**config.mk**
```make
export PLATFORM = sky130hd
export DESIGN_NAME = wtw_core
export DESIGN_NICKNAME = d
export VERILOG_FILES = /design/src/include/wtw_pkg.sv /design/src/hw/wtw_mrst_filter.sv /design/src/hw/wtw_core.sv
export SDC_FILE = /design/constraint.sdc
export NUM_CORES = 1
export LEC_CHECK = 0
export ABC_AREA = 1
export BUFFER_PORTS_ARGS = -buffer_cell sky130_fd_sc_hd__buf_4
export CAP_MARGIN = 30
export CORE_MARGIN = 10
export CORE_UTILIZATION = 40
export CTS_CLUSTER_SIZE = 28
export DETAILED_ROUTE_END_ITERATION = 10
export GPL_TIMING_DRIVEN = 0
export MAX_ROUTING_LAYER = met4
export PLACE_DENSITY = 0.55
export SETUP_SLACK_MARGIN = 0.15
export SYNTH_ARGS = -nofsm -noshare
export SYNTH_HDL_FRONTEND = slang
export SYNTH_SLANG_ARGS = --single-unit
```
**constraint.sdc**
```tcl
create_clock -name clock_i -period 7.9 [get_ports clock_i]
set_input_delay 0.79 -clock clock_i [delete_from_list [all_inputs] [get_ports clock_i]]
set_output_delay 0.79 -clock clock_i [all_outputs]
set_load 0.005 [all_outputs]
```
**src/include/wtw_pkg.sv**
```systemverilog
// Shared constants and carrier types of the wake-up timer watchdog
package wtw_pkg;

  // Clock period and the one-millisecond time base derived from it
  localparam int CLK_PERIOD_NS = 10;
  localparam int TICK_NS = 1000000;
  localparam int TICK_CYC = TICK_NS / CLK_PERIOD_NS;

  // Widths of the millisecond phase counter and of the interval code
  localparam int MS_W = 23;
  localparam int CODE_W = 17;

  // Interval code unit: one code step is 100 ms
  localparam logic [MS_W-1:0] CODE_UNIT_MS = 23'h000064;
  // Code used when measurement times out without a result
  localparam logic [CODE_W-1:0] CODE_DEFAULT = 17'h00001;

  // Times in milliseconds
  localparam logic [MS_W-1:0] RESET_PULSE_MS = 23'h000140;
  localparam logic [MS_W-1:0] ACK_LEAD_MS = 23'h000014;
  localparam logic [MS_W-1:0] MEASURE_MAX_MS = 23'h000078;
  localparam logic [4:0] ALERT_PULSE_MS = 5'h14;
  localparam logic [4:0] MANUAL_VALID_MS = 5'h14;
  localparam logic [4:0] MANUAL_WINDOW_MS = 5'h1e;
  localparam logic [4:0] DEBOUNCE_MS = 5'h14;

  // Result handed over by the measurement stage
  typedef struct packed {
    logic valid;
    logic [CODE_W-1:0] code;
  } wtw_meas_t;

endpackage

```
**src/hw/wtw_mrst_filter.sv**
```systemverilog
// Manual-reset pin synchroniser and glitch filter on a 1 ms time base
module wtw_mrst_filter (
  input wire logic clock_i,
  input wire logic rst_i,
  input wire logic pin_i,
  input wire logic tick_i,
  input wire logic enable_i,
  output logic level_o,
  output logic active_o
);

  //////////////////////////////////////////////////////////////////////////
  // Synchroniser: the pin is asynchronous to our clock
  logic pin_s1_reg; // First stage, read only by the second
  logic pin_s2_reg; // Safe level

  always_ff @(posedge clock_i or posedge rst_i) begin
    if (rst_i) begin
      pin_s1_reg <= 1'b0;
      pin_s2_reg <= 1'b0;
    end else begin
      pin_s1_reg <= pin_i;
      pin_s2_reg <= pin_s1_reg;
    end
  end

  assign level_o = pin_s2_reg;

  //////////////////////////////////////////////////////////////////////////
  // Observation window and counters, all in milliseconds
  logic [4:0] win_reg; // Ms elapsed in the window, 0 = no window
  logic [4:0] high_reg; // High samples seen in the window
  logic [4:0] low_reg; // Consecutive low samples while active
  logic active_reg; // Valid manual reset held

  // A window opens on the first high sample; 20 high ms out of 30
  // validate, so short glitches die when the window closes
  always_ff @(posedge clock_i or posedge rst_i) begin
    if (rst_i) begin
      win_reg <= 5'h00;
      high_reg <= 5'h00;
      low_reg <= 5'h00;
      active_reg <= 1'b0;
    end else if (!enable_i) begin
      // Pin belongs to the analog path: detector held idle
      win_reg <= 5'h00;
      high_reg <= 5'h00;
      low_reg <= 5'h00;
      active_reg <= 1'b0;
    end else if (tick_i) begin
      if (active_reg) begin
        // Release only after a full debounce time of low level
        if (pin_s2_reg) begin
          low_reg <= 5'h00;
        end else if (low_reg == wtw_pkg::DEBOUNCE_MS - 5'h01) begin
          active_reg <= 1'b0;
          low_reg <= 5'h00;
        end else begin
          low_reg <= low_reg + 5'h01;
        end
      end else if (win_reg == 5'h00) begin
        // Idle: open a window on a high sample
        if (pin_s2_reg) begin
          win_reg <= 5'h01;
          high_reg <= 5'h01;
        end
      end else if (pin_s2_reg &&
                   high_reg == wtw_pkg::MANUAL_VALID_MS - 5'h01) begin
        active_reg <= 1'b1;
        win_reg <= 5'h00;
        high_reg <= 5'h00;
      end else if (win_reg == wtw_pkg::MANUAL_WINDOW_MS - 5'h01) begin
        // Window over without enough high time: a glitch
        win_reg <= 5'h00;
        high_reg <= 5'h00;
      end else begin
        win_reg <= win_reg + 5'h01;
        high_reg <= high_reg + {4'h0, pin_s2_reg};
      end
    end
  end

  assign active_o = active_reg;

  //////////////////////////////////////////////////////////////////////////
  // Checks
  a_valid_needs_high: assert property (
    @(posedge clock_i) disable iff (rst_i)
    $rose(active_reg) |->
      $past(high_reg) == wtw_pkg::MANUAL_VALID_MS - 5'h01
      && $past(tick_i) && $past(pin_s2_reg))
    else $error("manual reset validated without 20 ms high");

  a_release_debounce: assert property (
    @(posedge clock_i) disable iff (rst_i)
    $fell(active_reg) && $past(enable_i) |->
      $past(low_reg) == wtw_pkg::DEBOUNCE_MS - 5'h01 &&
      !$past(pin_s2_reg))
    else $error("manual reset released before debounce time");

endmodule

```
**src/hw/wtw_core.sv**
```systemverilog
// Wake-up timer watchdog: wake pulses, acknowledge watch, host reset
//
// Functional notes
// - Periodic wake pulses, period 100ms to 7200s
// - Missed acknowledge pulls host reset low
// - No wake first interval or after miss
// - Wake output low when not pulsing
// - Only first rising acknowledge edge counts
// - Acknowledge clears watchdog, not interval counter
// - Acknowledge during wake ends wake at once
// - Host reset low during power-on and measurement
// - Pin seen high one cycle during measurement aborts it
// - Measure interval resistor once per power-on
// - Host reset restarts the interval counters
// - Reset edge spacing is interval plus pulse
// - Manual reset aborts and restarts measurement
// - Manual reset needs 20ms in 30ms window
// - Manual reset clears counters until release
// - Host reset held through manual reset, debounce
// - Manual reset forces wake low, reset low
// - Pin goes to digital detect after measuring
// - Measurement finishes within 120ms
module wtw_core #(
  parameter int TICK_CYC = wtw_pkg::TICK_CYC
) (
  input wire logic clock_i,
  input wire logic rst_i,
  input wire logic ack_i,
  input wire logic mrst_pin_i,
  input wire wtw_pkg::wtw_meas_t meas_i,
  output logic meas_en_o,
  output logic wake_o,
  output logic host_reset_low_out_o
);

  //////////////////////////////////////////////////////////////////////////
  // Declarations
  typedef enum logic [2:0] {
    ST_MEASURE, // Resistor measurement running
    ST_MHOLD, // Measurement aborted, pin held high
    ST_RESET, // Host reset pulse
    ST_RUN, // Normal interval counting
    ST_MRST // Valid manual reset held
  } wtw_state_t;

  wtw_state_t state_reg; // Current mode
  wtw_state_t state_next; // Mode for the next cycle
  logic [16:0] tick_cnt_reg; // Cycle prescaler for the 1 ms tick
  logic tick; // One-cycle pulse each millisecond
  logic [wtw_pkg::MS_W-1:0] phase_reg; // Ms elapsed in current phase
  logic [wtw_pkg::MS_W-1:0] interval_reg; // Programmed interval, ms
  logic set_reg; // Interval has been measured
  logic ack_s1_reg; // Acknowledge synchroniser, first stage
  logic ack_s2_reg; // Acknowledge synchroniser, second stage
  logic ack_s3_reg; // Previous synchronised level
  logic ack_rise; // Rising acknowledge edge
  logic ack_take; // First edge in the current interval
  logic ack_seen_reg; // Watchdog: interval already acknowledged
  logic miss_reg; // Deadline passed without acknowledge
  logic wrap; // Last cycle of an interval in normal mode
  logic deadline; // Acknowledge deadline reached
  logic meas_end; // Measurement result or timeout
  logic [4:0] wake_ms_reg; // Ms the wake pulse has lasted
  logic wake_reg; // Wake output register
  logic host_rst_n_reg; // Host reset output register
  logic meas_en_reg; // Analog path enable register
  logic pin_level; // Synchronised shared pin level
  logic mrst_active; // Valid manual reset in force

  //////////////////////////////////////////////////////////////////////////
  // Manual-reset filter; digital detect only once interval is set
  wtw_mrst_filter u_mrst (
    .clock_i(clock_i),
    .rst_i(rst_i),
    .pin_i(mrst_pin_i),
    .tick_i(tick),
    .enable_i(set_reg),
    .level_o(pin_level),
    .active_o(mrst_active)
  );

  //////////////////////////////////////////////////////////////////////////
  // Millisecond time base; pulse widths count these ticks
  assign tick = tick_cnt_reg == 17'(TICK_CYC - 1);

  always_ff @(posedge clock_i or posedge rst_i) begin
    if (rst_i) begin
      tick_cnt_reg <= 17'h00000;
    end else if (tick) begin
      tick_cnt_reg <= 17'h00000;
    end else begin
      tick_cnt_reg <= tick_cnt_reg + 17'h00001;
    end
  end

  //////////////////////////////////////////////////////////////////////////
  // Acknowledge synchroniser and edge detector on the second stage
  always_ff @(posedge clock_i or posedge rst_i) begin
    if (rst_i) begin
      ack_s1_reg <= 1'b0;
      ack_s2_reg <= 1'b0;
      ack_s3_reg <= 1'b0;
    end else begin
      ack_s1_reg <= ack_i;
      ack_s2_reg <= ack_s1_reg;
      ack_s3_reg <= ack_s2_reg;
    end
  end

  // Levels are ignored; only a low-to-high change is an acknowledge
  assign ack_rise = ack_s2_reg && !ack_s3_reg;
  assign ack_take = ack_rise && !ack_seen_reg &&
                    state_reg == ST_RUN;

  //////////////////////////////////////////////////////////////////////////
  // Phase events
  assign wrap = state_reg == ST_RUN && tick &&
                phase_reg == interval_reg - 23'h000001;
  assign deadline = state_reg == ST_RUN && tick && phase_reg ==
                    interval_reg - wtw_pkg::ACK_LEAD_MS - 23'h000001;
  assign meas_end = meas_i.valid || (tick &&
                    phase_reg == wtw_pkg::MEASURE_MAX_MS - 23'h000001);

  //////////////////////////////////////////////////////////////////////////
  // Mode sequencing
  always_comb begin
    state_next = state_reg;
    case (state_reg)
      ST_MEASURE: begin
        if (pin_level) begin
          state_next = ST_MHOLD;
        end else if (meas_end) begin
          state_next = ST_RESET;
        end
      end
      ST_MHOLD: begin
        // Restart the measurement once the switch is released
        if (!pin_level) begin
          state_next = ST_MEASURE;
        end
      end
      ST_RESET: begin
        if (mrst_active) begin
          state_next = ST_MRST;
        end else if (tick && phase_reg ==
                     wtw_pkg::RESET_PULSE_MS - 23'h000001) begin
          state_next = ST_RUN;
        end
      end
      ST_RUN: begin
        if (mrst_active) begin
          state_next = ST_MRST;
        end else if (wrap && miss_reg) begin
          state_next = ST_RESET;
        end
      end
      ST_MRST: begin
        // Released pin plus debounce, then one more reset pulse
        if (!mrst_active) begin
          state_next = ST_RESET;
        end
      end
      default: begin
        state_next = ST_MEASURE;
      end
    endcase
  end

  always_ff @(posedge clock_i or posedge rst_i) begin
    if (rst_i) begin
      state_reg <= ST_MEASURE;
    end else begin
      state_reg <= state_next;
    end
  end

  //////////////////////////////////////////////////////////////////////////
  // Phase counter, cleared on every mode change and each interval
  always_ff @(posedge clock_i or posedge rst_i) begin
    if (rst_i) begin
      phase_reg <= '0;
    end else if (state_next != state_reg || wrap) begin
      phase_reg <= '0;
    end else if (state_reg == ST_MRST || state_reg == ST_MHOLD) begin
      phase_reg <= '0;
    end else if (tick) begin
      phase_reg <= phase_reg + 23'h000001;
    end
  end

  //////////////////////////////////////////////////////////////////////////
  // Interval capture: once per power-on, never rewritten
  always_ff @(posedge clock_i or posedge rst_i) begin
    if (rst_i) begin
      interval_reg <= wtw_pkg::CODE_UNIT_MS;
      set_reg <= 1'b0;
    end else if (state_reg == ST_MEASURE && !set_reg &&
                 !pin_level && meas_end) begin
      set_reg <= 1'b1;
      // A zero code or a timeout falls back to the shortest period
      if (meas_i.valid && meas_i.code != '0) begin
        interval_reg <= 23'({6'h00, meas_i.code} *
                            wtw_pkg::CODE_UNIT_MS);
      end else begin
        interval_reg <= 23'({6'h00, wtw_pkg::CODE_DEFAULT} *
                            wtw_pkg::CODE_UNIT_MS);
      end
    end
  end

  //////////////////////////////////////////////////////////////////////////
  // Watchdog: acknowledge flag and deadline verdict
  always_ff @(posedge clock_i or posedge rst_i) begin
    if (rst_i) begin
      ack_seen_reg <= 1'b0;
    end else if (state_reg != ST_RUN) begin
      ack_seen_reg <= 1'b0;
    end else if (ack_rise && wrap) begin
      // Edge in the closing cycle counts for the new interval
      ack_seen_reg <= 1'b1;
    end else if (wrap) begin
      ack_seen_reg <= 1'b0;
    end else if (ack_take) begin
      ack_seen_reg <= 1'b1;
    end
  end

  // Sampled 20 ms before the interval ends; a late edge cannot save it
  always_ff @(posedge clock_i or posedge rst_i) begin
    if (rst_i) begin
      miss_reg <= 1'b0;
    end else if (state_reg != ST_RUN || wrap) begin
      miss_reg <= 1'b0;
    end else if (deadline) begin
      miss_reg <= !(ack_seen_reg || ack_take);
    end
  end

  //////////////////////////////////////////////////////////////////////////
  // Wake pulse: starts each interval after an acknowledged one
  always_ff @(posedge clock_i or posedge rst_i) begin
    if (rst_i) begin
      wake_reg <= 1'b0;
      wake_ms_reg <= 5'h00;
    end else if (state_next != ST_RUN) begin
      wake_reg <= 1'b0;
      wake_ms_reg <= 5'h00;
    end else if (wrap) begin
      // Entering normal mode is not a wrap, so no first-cycle wake
      wake_reg <= !miss_reg;
      wake_ms_reg <= 5'h00;
    end else if (ack_take) begin
      wake_reg <= 1'b0;
    end else if (wake_reg && tick) begin
      if (wake_ms_reg == wtw_pkg::ALERT_PULSE_MS - 5'h01) begin
        wake_reg <= 1'b0;
      end else begin
        wake_ms_reg <= wake_ms_reg + 5'h01;
      end
    end
  end

  //////////////////////////////////////////////////////////////////////////
  // Host reset and analog enable follow the next mode directly
  always_ff @(posedge clock_i or posedge rst_i) begin
    if (rst_i) begin
      host_rst_n_reg <= 1'b0;
      meas_en_reg <= 1'b0;
    end else begin
      host_rst_n_reg <= state_next == ST_RUN;
      meas_en_reg <= state_next == ST_MEASURE;
    end
  end

  assign wake_o = wake_reg;
  assign host_reset_low_out_o = host_rst_n_reg;
  assign meas_en_o = meas_en_reg;

  //////////////////////////////////////////////////////////////////////////
  // Checks
  a_wake_idle_low: assert property (
    @(posedge clock_i) disable iff (rst_i)
    state_reg != ST_RUN |-> !wake_o)
    else $error("wake high outside normal mode");

  a_reset_during_meas: assert property (
    @(posedge clock_i) disable iff (rst_i)
    state_reg inside {ST_MEASURE, ST_MHOLD} |->
      !host_reset_low_out_o)
    else $error("host reset released during measurement");

  a_ack_ends_wake: assert property (
    @(posedge clock_i) disable iff (rst_i)
    ack_take && wake_o && !wrap |=> !wake_o)
    else $error("wake not ended by acknowledge");

  a_wake_cause: assert property (
    @(posedge clock_i) disable iff (rst_i)
    $rose(wake_o) |-> $past(wrap) && !$past(miss_reg))
    else $error("wake rose without acknowledged interval");

  a_miss_reset: assert property (
    @(posedge clock_i) disable iff (rst_i)
    wrap && miss_reg && !mrst_active |=>
      !host_reset_low_out_o && phase_reg == '0 && !wake_o)
    else $error("missed acknowledge did not reset host");

  a_interval_held: assert property (
    @(posedge clock_i) disable iff (rst_i)
    set_reg |=> set_reg && $stable(interval_reg))
    else $error("interval changed after capture");

  a_reset_width: assert property (
    @(posedge clock_i) disable iff (rst_i)
    $rose(host_reset_low_out_o) |-> $past(state_reg) == ST_RESET &&
      $past(phase_reg) == wtw_pkg::RESET_PULSE_MS - 23'h000001)
    else $error("host reset pulse width wrong");

  a_manual_forces: assert property (
    @(posedge clock_i) disable iff (rst_i)
    mrst_active |=> !host_reset_low_out_o && !wake_o)
    else $error("manual reset did not force outputs");

  a_abort_measure: assert property (
    @(posedge clock_i) disable iff (rst_i)
    state_reg == ST_MEASURE && pin_level |=>
      !meas_en_o && !set_reg ##1 !meas_en_o || !pin_level)
    else $error("measurement not aborted by manual reset");

  a_ack_keeps_phase: assert property (
    @(posedge clock_i) disable iff (rst_i)
    ack_take && !tick && state_next == ST_RUN |=>
      $stable(phase_reg))
    else $error("acknowledge disturbed the interval counter");

endmodule

```
=== Word level (Yosys, flattened, before mapping) ===
Index checks and enable logic that the tools add are counted.

* $add $sub $neg: 9
* Multipliers: 1
* Equality and inequality tests: 23
* Multiplexer cells: 55
* Reductions and logical operators: 41

{| class="wikitable"
|+ Operators by type and width
! cell !! number
|-
| 2-to-1 mux 5 bit || 23
|-
| 2-to-1 mux 23 bit || 4
|-
| == test 23 bit || 2
|-
| subtractor 23 x 1 -> 23 bit (second input constant) || 2
|-
| 2-to-1 mux 3 bit || 8
|-
| adder 23 x 1 -> 23 bit (second input constant) || 1
|-
| == test 23 x 7 -> 1 bit (second input constant) || 1
|-
| == test 23 x 9 -> 1 bit (second input constant) || 1
|-
| subtractor 23 x 5 -> 23 bit (second input constant) || 1
|-
| multiplier 17 x 5 -> 21 bit (second input constant) || 1
|-
| == test 5 bit (second input constant) || 4
|-
| 2-to-1 mux 1 bit || 18
|-
| adder 17 x 1 -> 17 bit (second input constant) || 1
|-
| == test 17 bit (second input constant) || 1
|-
| 2-to-1 mux 17 bit || 1
|-
| nonzero test 17 bit || 1
|-
| logical AND 1 bit || 16
|-
| adder 5 x 1 -> 5 bit (second input constant) || 3
|-
| case mux 3 bit (5 select lines) || 1
|-
| nonzero test 4 bit || 3
|-
| == test 3 x 2 -> 1 bit (second input constant) || 3
|-
| != test 3 x 2 -> 1 bit (second input constant) || 3
|-
| zero test 1 bit || 6
|-
| zero test 3 bit || 2
|-
| 14 further kinds || 22
|}

* Register bits after elaboration: 98

=== Depth between registers and ports, before layout ===
Gate-level depths: netlist (run 1).

* Depth in word-level cells: 10
* Mapped depth: 22
* Gate-level depth less buffers: 21

=== Hierarchy ===
Synthesis (run 1) repeated with hierarchy kept, for this count alone.

* Cells, all modules: 1116
* Area, all modules: 8232.9 um2

{| class="wikitable"
|+ Modules (own cells, without submodules)
! module !! instances !! cells an instance !! area an instance (um2) !! seq. area each (um2)
|-
| wtw_core || 1 || 945 || 7015.5 || 1955.6
|-
| wtw_mrst_filter || 1 || 171 || 1217.4 || 450.4
|}

=== Worst setup path before layout (run 1) ===
OpenSTA, ideal clock, no wires.

* Path kind: in2reg
* From: in meas_i[2] in the netlist's numbering
* To: reg interval_reg[21] in the netlist's numbering
* Setup time: 140 ps
* Arrival time: 3389 ps
* Data required time: 7760 ps
* Path slack: 4371 ps
* Stages: 17
* Buffers on the path: 0
* Cell sequence: inv_1 -> ha_1 -> ha_1 -> inv_1 -> fa_1 -> inv_1 -> ha_1 -> inv_1 -> o21ai_0 -> nand3_1 -> o2111ai_1 -> nand2_1 -> inv_1 -> nand2_1 -> o21ai_0 -> xnor2_1 -> o22ai_1

* Cells in the longest elaborated chain, start to end: 3

{| class="wikitable"
|+ Ends and longest elaborated chain
! element !! RTL line !! RTL
|-
| from (decl) || wtw_core.sv:30 || <nowiki>input wire wtw_pkg::wtw_meas_t meas_i,</nowiki>
|-
| parallel branches: the longest is 2 deep, another holds multiplier 17 x 5 -> 21 bit || - ||
|-
| 2-to-1 mux 23 bit (*) || wtw_core.sv:201 || <nowiki>if (meas_i.valid && meas_i.code != '0) begin</nowiki>
|-
| to (signal assigned) || wtw_core.sv:195 || <nowiki>interval_reg <= wtw_pkg::CODE_UNIT_MS;</nowiki>
|-
| to (signal assigned) || wtw_core.sv:202 || <nowiki>interval_reg <= 23'({6'h00, meas_i.code} *</nowiki>
|-
| to (signal assigned) || wtw_core.sv:205 || <nowiki>interval_reg <= 23'({6'h00, wtw_pkg::CODE_DEFAULT} *</nowiki>
|-
| to (decl) || wtw_core.sv:51 || <nowiki>logic [wtw_pkg::MS_W-1:0] interval_reg;</nowiki>
|}

Mark *: on every way between the ends.
A chain may end at the register's enable or synchronous reset.

=== Final worst setup path (run 1) ===
Same ends and word-level chain as after synthesis.

==> reports/results.ini, run 1 <==
[placement]
post-dp-hpwl_mm = 16.1
globalplace.congestion = 0.968
placement.io_buffers = 24
dp_slack_ns = 3.84

[synthesis]
synthSimpleGateAreaFrac_pct = 29.2
syn-num-nets = 1205
synth_enable_flop_cells = 0
yosysSeqAreaShare_pct = 29.4
ys_top_cells_by_area = dfrtp_1, ha_1, inv_1
syn_area_per_cell_um2 = 7.45
muxShareOfSynthArea_pct = 0.122
yosys.area.top_type = dfrtp_1
synth_commonest_cells = inv_1, nand2_1, nor2_1
synth_fa_ha_area_share_pct = 14.1
synth_top_area_share_pct = 28.5
synthArstFlopShare_pct = 100
synth_top_family_by_area = simple AND/OR/NAND/NOR gates
synth_xor_area_share_pct = 8.41
synth_flop_cell = dfrtp_1
syn_area_mm2 = 0.00818
synth_cell_types = 46
syn-instance-count = 1098
yosys_warnings = 0
ys_ff_latch = 96
synth_compound_area_share_pct = 8.47
yosysMostFrequentCell = inv_1

[cts]
clkTransAtPathRegs_ns = 0.06
cts-root-buf = clkbuf_16
cts_buffers = 9
htreeDepth = 3
post_cts_resized = 0
tritoncts = yes
cts_setup_buffers = 0
clock_path_buffers = 2
cts.sinks = 96
clock_latency_ns = 0.36
hold_buffers = 0

[cells_and_area]
final_util_pct = 44.7
syn_to_final_growth_pct = 10.3
diodes = 0
register_area_mm2 = 0.00241
fillers = 2115
multi_input_area_mm2 = 0.00493
largest_register_ffs = 23
finalNetCount = 1241
drive_above_1_share_pct = 8.60

[worst_setup_path]
cp_top_family = adder cells
crit_type = in -> reg
cp.depth = 18
slowest_stage = fa_1
required_ns = 8.10
worst-path-max-fanout = 4
r2r_cells = 17
start_kind = input port
cp_common_cell = inv_1
path_buf_inv = 6
endpoint_kind = flip-flop
worst_ep_arrival_time_ns = 3.86
crit_chain = buf_4, inv_1, ha_1, ha_1, inv_1, fa_1, inv_1, ha_1, inv_1, o21ai_0, nand3_1, o2111ai_1, nand2_1, inv_1, nand2_1, o21ai_0, xnor2_1, o22ai_1
slowest_delay_ns = 0.49

[hold_path]
whs_path_depth = 0
hold_class = reg -> reg

[power_and_ir_drop]
ir_drop_v = 0.000118
p_leak_nw = 4.31
p_int_uw = 834
seqPwrFrac_pct = 41.7
p_comb_share_pct = 20.2
p_per_area_mw_per_mm2 = 131
switchingPower_uw = 349
p_clk_share_pct = 38.1
p_total_mw = 1.18
swShare_pct = 29.5

[drt]
wirelength_mm = 19.5
wl_per_cell_um = 13.8
ant_nets = 0
drt_iter0_drc = 263
via_per_inst = 4.83
drc = 0
drt_pre_antenna_iters = 5
vias = 6808

[sta]
worstMarginPinSlew_ns = 0.656
hold_slack_ns = 0.349
final-setup-viol-count = 0
relSlewSlack_pct = 55.9
setup_slack_ns = 4.25
min_period_ns = 3.65
finalMaxSlewViolations = 0
fin_worst_skew_ns = 0.0156
rsz0062_at_grt = false
hold_viol_final = 0
max_freq_ghz = 0.274
fin_crit_sh_pct = 46.2
finalSetupTns_ns = 0

[die]
die-area_mm2 = 0.0266
core_mm2 = 0.0202
rows = 52
io_pins = 25
initial_core_util_pct = 40.6
fp.dieW_um = 163
die_h_um = 163

[job]
maxCapViolCount = 0

[grt]
grt_pass1_vias = 6941
overflow = 0
gr-usage-all-layers_pct = 15.8
antenna_found_initial = 0
grt_max_degree = 51
grt_pass1_wl_mm = 33.3

[outcome]
status = completed

[final timing paths]
| kind | slack [ns] | to | startpoint |
|---|---|---|---|
| min | 0.35 | ack_s2_reg | ack_s1_reg |
| max reg2reg | 4.78 | phase_reg[0] | interval_reg[3] |
| max | 4.25 | interval_reg[21] | meas_i[2] |
| min in group asynchronous | 0.51 | u_mrst.low_reg[3] | rst_i |
| min reg2reg | 0.35 | ack_s2_reg | ack_s1_reg |
| max in group asynchronous | 6.69 | interval_reg[6] | rst_i |
[cell type report]
cell class,count,area share [%]
Multi-Input combinational cell,788,54.7
Buffer,14,0.999
Clock buffer,10,2.54
Clock inverter,6,0.721
Sequential cell,96,26.7
Timing Repair Buffer,25,2.30
Tap cell,270,3.74
Inverter,200,8.35
[cell usage in the layout, fill, tap and decap left out, drive strengths merged, types with 13 or more instances in the layout]
master,count
nor2,146
o21ai,51
nand3,77
nand2,192
nand4,28
xor2,53
inv,202
clkbuf,18
buf,31
o22ai,13
xnor2,23
ha,73
dfrtp,93
nor3,29
a21oi,35
nor4,14
[worst register-to-register path: stages (launching register included)]
cell	delay, ns
dfrtp_1	0.42
inv_1	0.17
ha_1	0.27
nand2_2	0.13
nor2_4	0.18
buf_6	0.16
nand2_1	0.10
nand2_1	0.09
nand3_1	0.07
nor3_1	0.31
nand4_1	0.13
nor2_1	0.11
nand3_1	0.12
nor2_1	0.26
nor2_1	0.12
nand2_4	0.13
buf_8	0.19
nor2_2	0.05
[power by group through the flow]
stage                     registers [mW]  logic, mW  clock network [mW]
after floorplan                    0.503      0.185                   0
after global placement             0.503      0.240                   0
after detailed placement           0.503      0.242                   0
after CTS                          0.493      0.244               0.464
after global routing               0.493      0.284               0.484
final                              0.493      0.240               0.451
[cell families (layout without fill, tap and decap cells)]
logic type | Yosys count | after routing
adder cells (fa/ha/maj) | 85 | 85
flip-flops | 96 | 96
buffers and inverters | 214 | 255
multiplexers | 1 | 1
XOR/XNOR | 77 | 77
AO/OA/AOI/OAI | 123 | 123
AND/OR/NAND/NOR | 502 | 502
[metal layers]
layer,up-vias,part of all wire (%),track usage [%]
met2,81,49,27.0
met5,-,0,-
li1,3606,-,-
met4,0,2.2,5.49
met1,3097,47,18.9
met3,24,2.1,1.69
[through the flow]
step	area [µm²]	std cells
6_report	9020	1409
5_1_grt	9020	1409
4_1_cts	9020	1409
3_5_place_dp	8730	1393
3_3_place_gp	8700	1392
2_1_floorplan	8180	1098
(Power assumes the default switching activity.)
==> run 2, diff against run 1 <==
--- a/config.mk
+++ b/config.mk
@@ -5,7 +5,7 @@
 export SDC_FILE = /design/constraint.sdc
 export NUM_CORES = 1
 export LEC_CHECK = 0
-export ABC_AREA = 1
+export ABC_AREA = 0
 export BUFFER_PORTS_ARGS = -buffer_cell sky130_fd_sc_hd__buf_4
 export CAP_MARGIN = 30
 export CORE_MARGIN = 10
==> constraint.sdc (replaced) <==
create_clock -name clock_i -period 3.51 [get_ports clock_i]
set_input_delay 0.351 -clock clock_i [delete_from_list [all_inputs] [get_ports clock_i]]
set_output_delay 0.351 -clock clock_i [all_outputs]
set_load 0.005 [all_outputs]
==> run 2 against run 1 <==
Against the previous run:
- critical path depth is 3 lower
- worst setup slack worse by 3.9 ns
- combinational power grew to 8.3 times the previous value
- largest power group is now combinational cells
- cell count is 16% lower
- area after synthesis is 3.1% lower
- highest routed layer unchanged
- clock power is 120% higher
- routed wire length is 2.9% lower
==> reports/results.ini, run 2 <==
[outcome]
status = completed

[sta]
fin_crit_sh_pct = 91.4
hold_viol_final = 0
rsz0062_at_grt = false
worstMarginPinSlew_ns = 0.962
fin_worst_skew_ns = 0.00998
relSlewSlack_pct = 35.7
max_freq_ghz = 0.312
final-setup-viol-count = 0
min_period_ns = 3.21
setup_slack_ns = 0.303
hold_slack_ns = 0.0971
finalMaxSlewViolations = 0

[power_and_ir_drop]
seqPwrFrac_pct = 32.7
ir_drop_v = 0.000246
p_comb_share_pct = 45.1
p_clk_share_pct = 22.2
p_int_mw = 2.62
swShare_pct = 41.2
p_per_area_mw_per_mm2 = 497
switchingPower_mw = 1.83
p_leak_nw = 4.04

[worst_setup_path]
crit_type = in -> reg
endpoint_kind = flip-flop
ff2ff_setup_slack_ns = 0.35
worst_ep_arrival_time_ns = 3.47
required_ns = 3.77
start_kind = input port
worst-path-max-fanout = 4
critPathLaunch = meas_i[1]
r2r_cells = 10
worstReg2RegEnd = phase_reg[15]
r2r_start = interval_reg[3]
crit_end = interval_reg[18]

[cells_and_area]
fillers = 1952
fin_area_mm2 = 0.00895
syn_to_final_growth_pct = 12.9
diodes = 0
fin_cells = 1189
layout_common_cells = dfrtp_1, inv_1, nand2_1
largest_register_ffs = 23
final_common_cell = dfrtp_1
finalNetCount = 1026
drive_above_1_share_pct = 15.5

[cts]
cts-root-buf = clkbuf_16
tritoncts = yes
cts.sinks = 96
clock_path_buffers = 2
cts_buffers = 9
htreeDepth = 3
clkTransAtPathRegs_ns = 0.07
clock_latency_ns = 0.36

[synthesis]
synth_flop_cell = dfrtp_1
synth_commonest_cells = dfrtp_1, inv_1, ha_1, nand2_1, nor2_1
muxShareOfSynthArea_pct = 1.17
synth_fa_ha_area_share_pct = 14.6
synthSimpleGateAreaFrac_pct = 25.1
syn-instance-count = 878
yosysMostFrequentCell = dfrtp_1
yosysSeqAreaShare_pct = 30.4
synth_compound_area_share_pct = 13.2
synth_cell_types = 87
syn_area_mm2 = 0.00793
yosys_warnings = 0
ys_top_cells_by_area = dfrtp_1, ha_1, xnor2_1
synth_top_area_share_pct = 29.4
synth_enable_flop_cells = 0
syn_area_per_cell_um2 = 9.03
yosys.area.top_type = dfrtp_1
syn-num-nets = 985
synth_xor_area_share_pct = 8.82
ys_ff_latch = 96
synthArstFlopShare_pct = 100
synth_top_family_by_area = simple AND/OR/NAND/NOR gates

[placement]
post-dp-hpwl_mm = 14.7
globalplace.congestion = 0.878
dp.cells = 1169
dp_slack_ns = -0.313
placed_area_mm2 = 0.00852
placement.io_buffers = 24

[hold_path]
hold_class = in -> reg

[die]
core_mm2 = 0.0195
die-area_mm2 = 0.0258
fp.dieW_um = 161
initial_core_util_pct = 40.7
io_pins = 25
rows = 51
die_h_um = 161

[drt]
ant_nets = 0
drt_pre_antenna_iters = 5
wirelength_mm = 18.9
via_per_inst = 5.31
vias = 6309
wl_per_cell_um = 15.9
drt_iter0_drc = 411
drc = 0

[grt]
antenna_found_initial = 0
grt.busiest_layer = met2
grt_max_degree = 55
grt_pass1_vias = 6021
grt_pass1_wl_mm = 31.3
met3_usage_pct = 1.81
overflow = 0
grt_use_met2_pct = 22.5
gr-usage-all-layers_pct = 14.9
grtUsageMet1_pct = 20.4

[job]
maxCapViolCount = 0

[run 2: cell count changes in the layout (fill, tap and decap cells not counted), sizes merged, moves of 9 or more]
cell    change
and3       +12
buf        +14
clkbuf     +13
inv       -113
nand2     -118
nand2b      +9
nand3      -49
nand4      -11
nor2       -95
nor2b      +10
nor3       +27
or3        +13
xnor2      +21
xor2       -18
[run 2: cell families after synthesis]
kind of cell | after synthesis
AND/OR/NAND/NOR | 330
AO/OA/AOI/OAI | 157
buffers and inverters | 122
flip-flops | 96
adder cells (fa/ha/maj) | 85
XOR/XNOR | 79
multiplexers | 9
[run 2: critical path, stage by stage]
cell      delay, ns
buf_4          0.12
ha_1           0.29
ha_1           0.30
ha_1           0.31
inv_1          0.07
fa_1           0.43
nand2b_1       0.20
a21oi_2        0.24
o221ai_4       0.15
buf_4          0.16
buf_4          0.14
a211o_1        0.25
a21oi_1        0.16
o31ai_1        0.08
o31ai_1        0.22
[run 2: per-layer routing]
layer | share of wire, % | vias up
met4 | 2.1 | 0
met2 | 46 | 86
met3 | 2.4 | 22
met5 | 0 | -
li1 | - | 3199
met1 | 50 | 3002
[run 2: final cells by class]
class | count | area (µm²) | share of cell area, %
buffer | 36 | 214 | 2.39
tap | 265 | 332 | 3.71
sequential | 96 | 2410 | 26.9
clock inverter | 6 | 51.3 | 0.573
multi-input combinational | 660 | 5140 | 57.4
clock buffer | 10 | 239 | 2.67
timing repair buffer | 30 | 243 | 2.71
inverter | 86 | 325 | 3.64
[run 2: worst min-delay path by stage]
| stage | startpoint | to | slack, ns | depth (start not counted) |
|---|---|---|---|---|
| floorplan | ack_s1_reg | ack_s2_reg | 0.33 | 0 |
| global placement | u_mrst.pin_s1_reg | u_mrst.level_o | 0.33 | 0 |
| detailed placement | ack_s1_reg | ack_s2_reg | 0.34 | 0 |
| CTS | ack_i | ack_s1_reg | 0.09 | 1 |
| global route | ack_i | ack_s1_reg | 0.09 | 1 |
| finish | ack_i | ack_s1_reg | 0.1 | 1 |
[run 2: metrics by stage]
step / util, % / power, mW / TNS, ns
6_report: 46.0 / 4.45 / 0
2_1_floorplan: - / 2.92 / 0
5_1_grt: 46.0 / 4.78 / 0
3_3_place_gp: 43.6 / 3.35 / -63.99
4_1_cts: 45.4 / 4.38 / 0
3_5_place_dp: 43.8 / 3.36 / -1.17
[run 2: power by group through the flow]
stage	registers, mW	clock network [mW]	logic [mW]
2_1_floorplan	1.43	0	1.48
3_3_place_gp	1.48	0	1.88
3_5_place_dp	1.48	0	1.88
4_1_cts	1.46	1.01	1.91
5_1_grt	1.49	1.05	2.24
6_report	1.46	0.988	2.00
[run 2: repair_timing]
item                                    CTS  global route
pin swaps                                 1             4
buffers inserted                          1             3
hold buffers                              0             0
endpoints found under the setup margin    3             5
resized for setup                         2            18
==> run 3, diff against run 2 <==
--- a/config.mk
+++ b/config.mk
@@ -8,13 +8,15 @@
 export ABC_AREA = 0
 export BUFFER_PORTS_ARGS = -buffer_cell sky130_fd_sc_hd__buf_4
 export CAP_MARGIN = 30
+export CELL_PAD_IN_SITES_DETAIL_PLACEMENT = 0
+export CELL_PAD_IN_SITES_GLOBAL_PLACEMENT = 1
 export CORE_MARGIN = 10
 export CORE_UTILIZATION = 40
 export CTS_CLUSTER_SIZE = 28
 export DETAILED_ROUTE_END_ITERATION = 10
 export GPL_TIMING_DRIVEN = 0
 export MAX_ROUTING_LAYER = met4
-export PLACE_DENSITY = 0.55
+export PLACE_DENSITY = 0.68
 export SETUP_SLACK_MARGIN = 0.15
 export SYNTH_ARGS = -nofsm -noshare
 export SYNTH_HDL_FRONTEND = slang
==> run 3 against run 2 <==
Against the previous run:
- worst hold slack got worse by 0.087 ns
- critical path type unchanged
- worst setup slack got worse by 0.11 ns
- die area did not move
- maximum frequency fell by 3.4%
- via count rose by 0.38%
- global-route usage rose by 0.77 points
- non-clock buffer count fell by 1
- first-iteration DRC count fell by 13%
- total power rose by 1.8%
- register-to-register slack improved by 0.04 ns
- core utilization rose by 0.21 points
- sequential cell count did not move
==> reports/results.ini, run 3 (synthesis gave the netlist of run 2 again) <==
[die]
die_h_um = 161
die-area_mm2 = 0.0258
rows = 51
initial_core_util_pct = 40.7
fp.dieW_um = 161
io_pins = 25
core_mm2 = 0.0195

[sta]
min_period_ns = 3.32
final-setup-viol-count = 0
worstMarginPinSlew_ns = 0.879
relSlewSlack_pct = 40.9
finalSetupTns_ns = 0
fin_worst_skew_ns = 0.0123
hold_viol_final = 0
fin_crit_sh_pct = 94.6
max_freq_ghz = 0.301
rsz0062_at_grt = true
finalMaxSlewViolations = 0

[power_and_ir_drop]
switchingPower_mw = 1.82
p_clk_share_pct = 23.1
swShare_pct = 40.3
p_leak_nw = 4.05
p_comb_share_pct = 44.6
p_per_area_mw_per_mm2 = 504
seqPwrFrac_pct = 32.3
ir_drop_v = 0.000229
p_int_mw = 2.70

[grt]
grt_pass1_vias = 6253
grt_pass1_wl_mm = 32.6
gr-usage-all-layers_pct = 15.7
grt_max_degree = 64
antenna_found_initial = 0
overflow = 0

[cells_and_area]
diodes = 0
fin_area_mm2 = 0.00899
syn_to_final_growth_pct = 13.4
final_common_cell = dfrtp_1
drive_above_1_share_pct = 15.3
finalNetCount = 1025
layout_common_cells = dfrtp_1, inv_1, nand2_1
largest_register_ffs = 23

[drt]
ant_nets = 0
via_per_inst = 5.33
drt_pre_antenna_iters = 5
wirelength_mm = 19.3
drt_iter0_drc = 356
vias = 6333
drc = 0
wl_per_cell_um = 16.3

[cts]
clkTransAtPathRegs_ns = 0.07
tritoncts = yes
cts_buffers = 9
clock_path_buffers = 2
htreeDepth = 3
cts.sinks = 96
cts-root-buf = clkbuf_16
clock_latency_ns = 0.35
hold_buffers = 0

[hold_path]
hold_class = in -> async

[worst_setup_path]
crit_type = in -> reg
worst-path-max-fanout = 5
worst_ep_arrival_time_ns = 3.56
start_kind = input port
required_ns = 3.75
endpoint_kind = flip-flop

[placement]
placement.io_buffers = 24
globalplace.congestion = 0.884
post-dp-hpwl_mm = 15.2
placed_area_mm2 = 0.00853

[outcome]
status = completed

[job]
maxCapViolCount = 0

-- run 3: timing repair --
| item | CTS | global route |
|---|---|---|
| gates cloned | 0 | 0 |
| pin swaps | 1 | 3 |
| setup endpoints to repair | 4 | 37 |
| resized for setup | 4 | 16 |
| setup buffers | 1 | 1 |
-- run 3: final timing paths --
kind / from / to / slack, ns / cells past startpoint
worst max register to register: interval_reg[3] / wake_ms_reg[1] / 0.39 / 10
worst min-delay path: rst_i / phase_reg[20] / 0.01 / 2
max in group asynchronous: rst_i / u_mrst.low_reg[3] / 2.82 / 3
min in group clock_i: mrst_pin_i / u_mrst.pin_s1_reg / 0.10 / 1
worst min register to register: u_mrst.pin_s1_reg / u_mrst.level_o / 0.35 / 0
worst max-delay path: meas_i[3] / interval_reg[22] / 0.19 / 14
-- run 3: metal layers --
metal / vias to the layer above / GRT usage, % / part of all wire, %
met2: 85 / 24.2 / 46
met3: 17 / 1.94 / 1.9
met5: - / - / 0
met1: 3052 / 21.4 / 51
li1: 3179 / - / -
met4: 0 / 3.68 / 1.3
-- run 3: power groups by stage --
stage / Sequential (mW) / Combinational (mW) / Clock, mW
floorplan: 1.43 / 1.48 / 0
global placement: 1.48 / 1.90 / 0
detailed placement: 1.48 / 1.92 / 0
CTS: 1.46 / 1.95 / 1.07
global route: 1.49 / 2.28 / 1.12
finish: 1.46 / 2.02 / 1.04
-- run 3: layout make-up --
| type | count | area, µm² |
|---|---|---|
| Sequential cell | 96 | 2410 |
| Multi-Input combinational cell | 660 | 5160 |
| Clock inverter | 5 | 60.1 |
| Buffer | 36 | 214 |
| Inverter | 86 | 325 |
| Timing Repair Buffer | 29 | 235 |
| Clock buffer | 11 | 253 |
| Tap cell | 265 | 332 |
| Fill cell | 1937 | 10500 |
-- run 3: through the flow --
stage                     setup slack, ns  total power [mW]  util (%)  hold slack, ns  cells
final                               0.189              4.53      46.2          0.0105   1188
after global routing              0.00888              4.89      46.2          0.0486   1188
after CTS                           0.156              4.48      45.6          0.0301   1187
after detailed placement           -0.348              3.40      43.8           0.339   1170
after global placement             -0.739              3.38      43.6           0.337   1167
after floorplan                     0.116              2.92         -           0.331    878
-- run 3: worst max-delay path, stage by stage --
cell and delay (ns):
buf_4 0.13, ha_1 0.28, ha_1 0.28, inv_1 0.05, fa_1 0.49, inv_1 0.04
ha_2 0.33, o21ai_1 0.22, a21oi_4 0.07, o221ai_4 0.22, a2111oi_4 0.13, o311a_1 0.37
or3_1 0.32, a32o_1 0.26
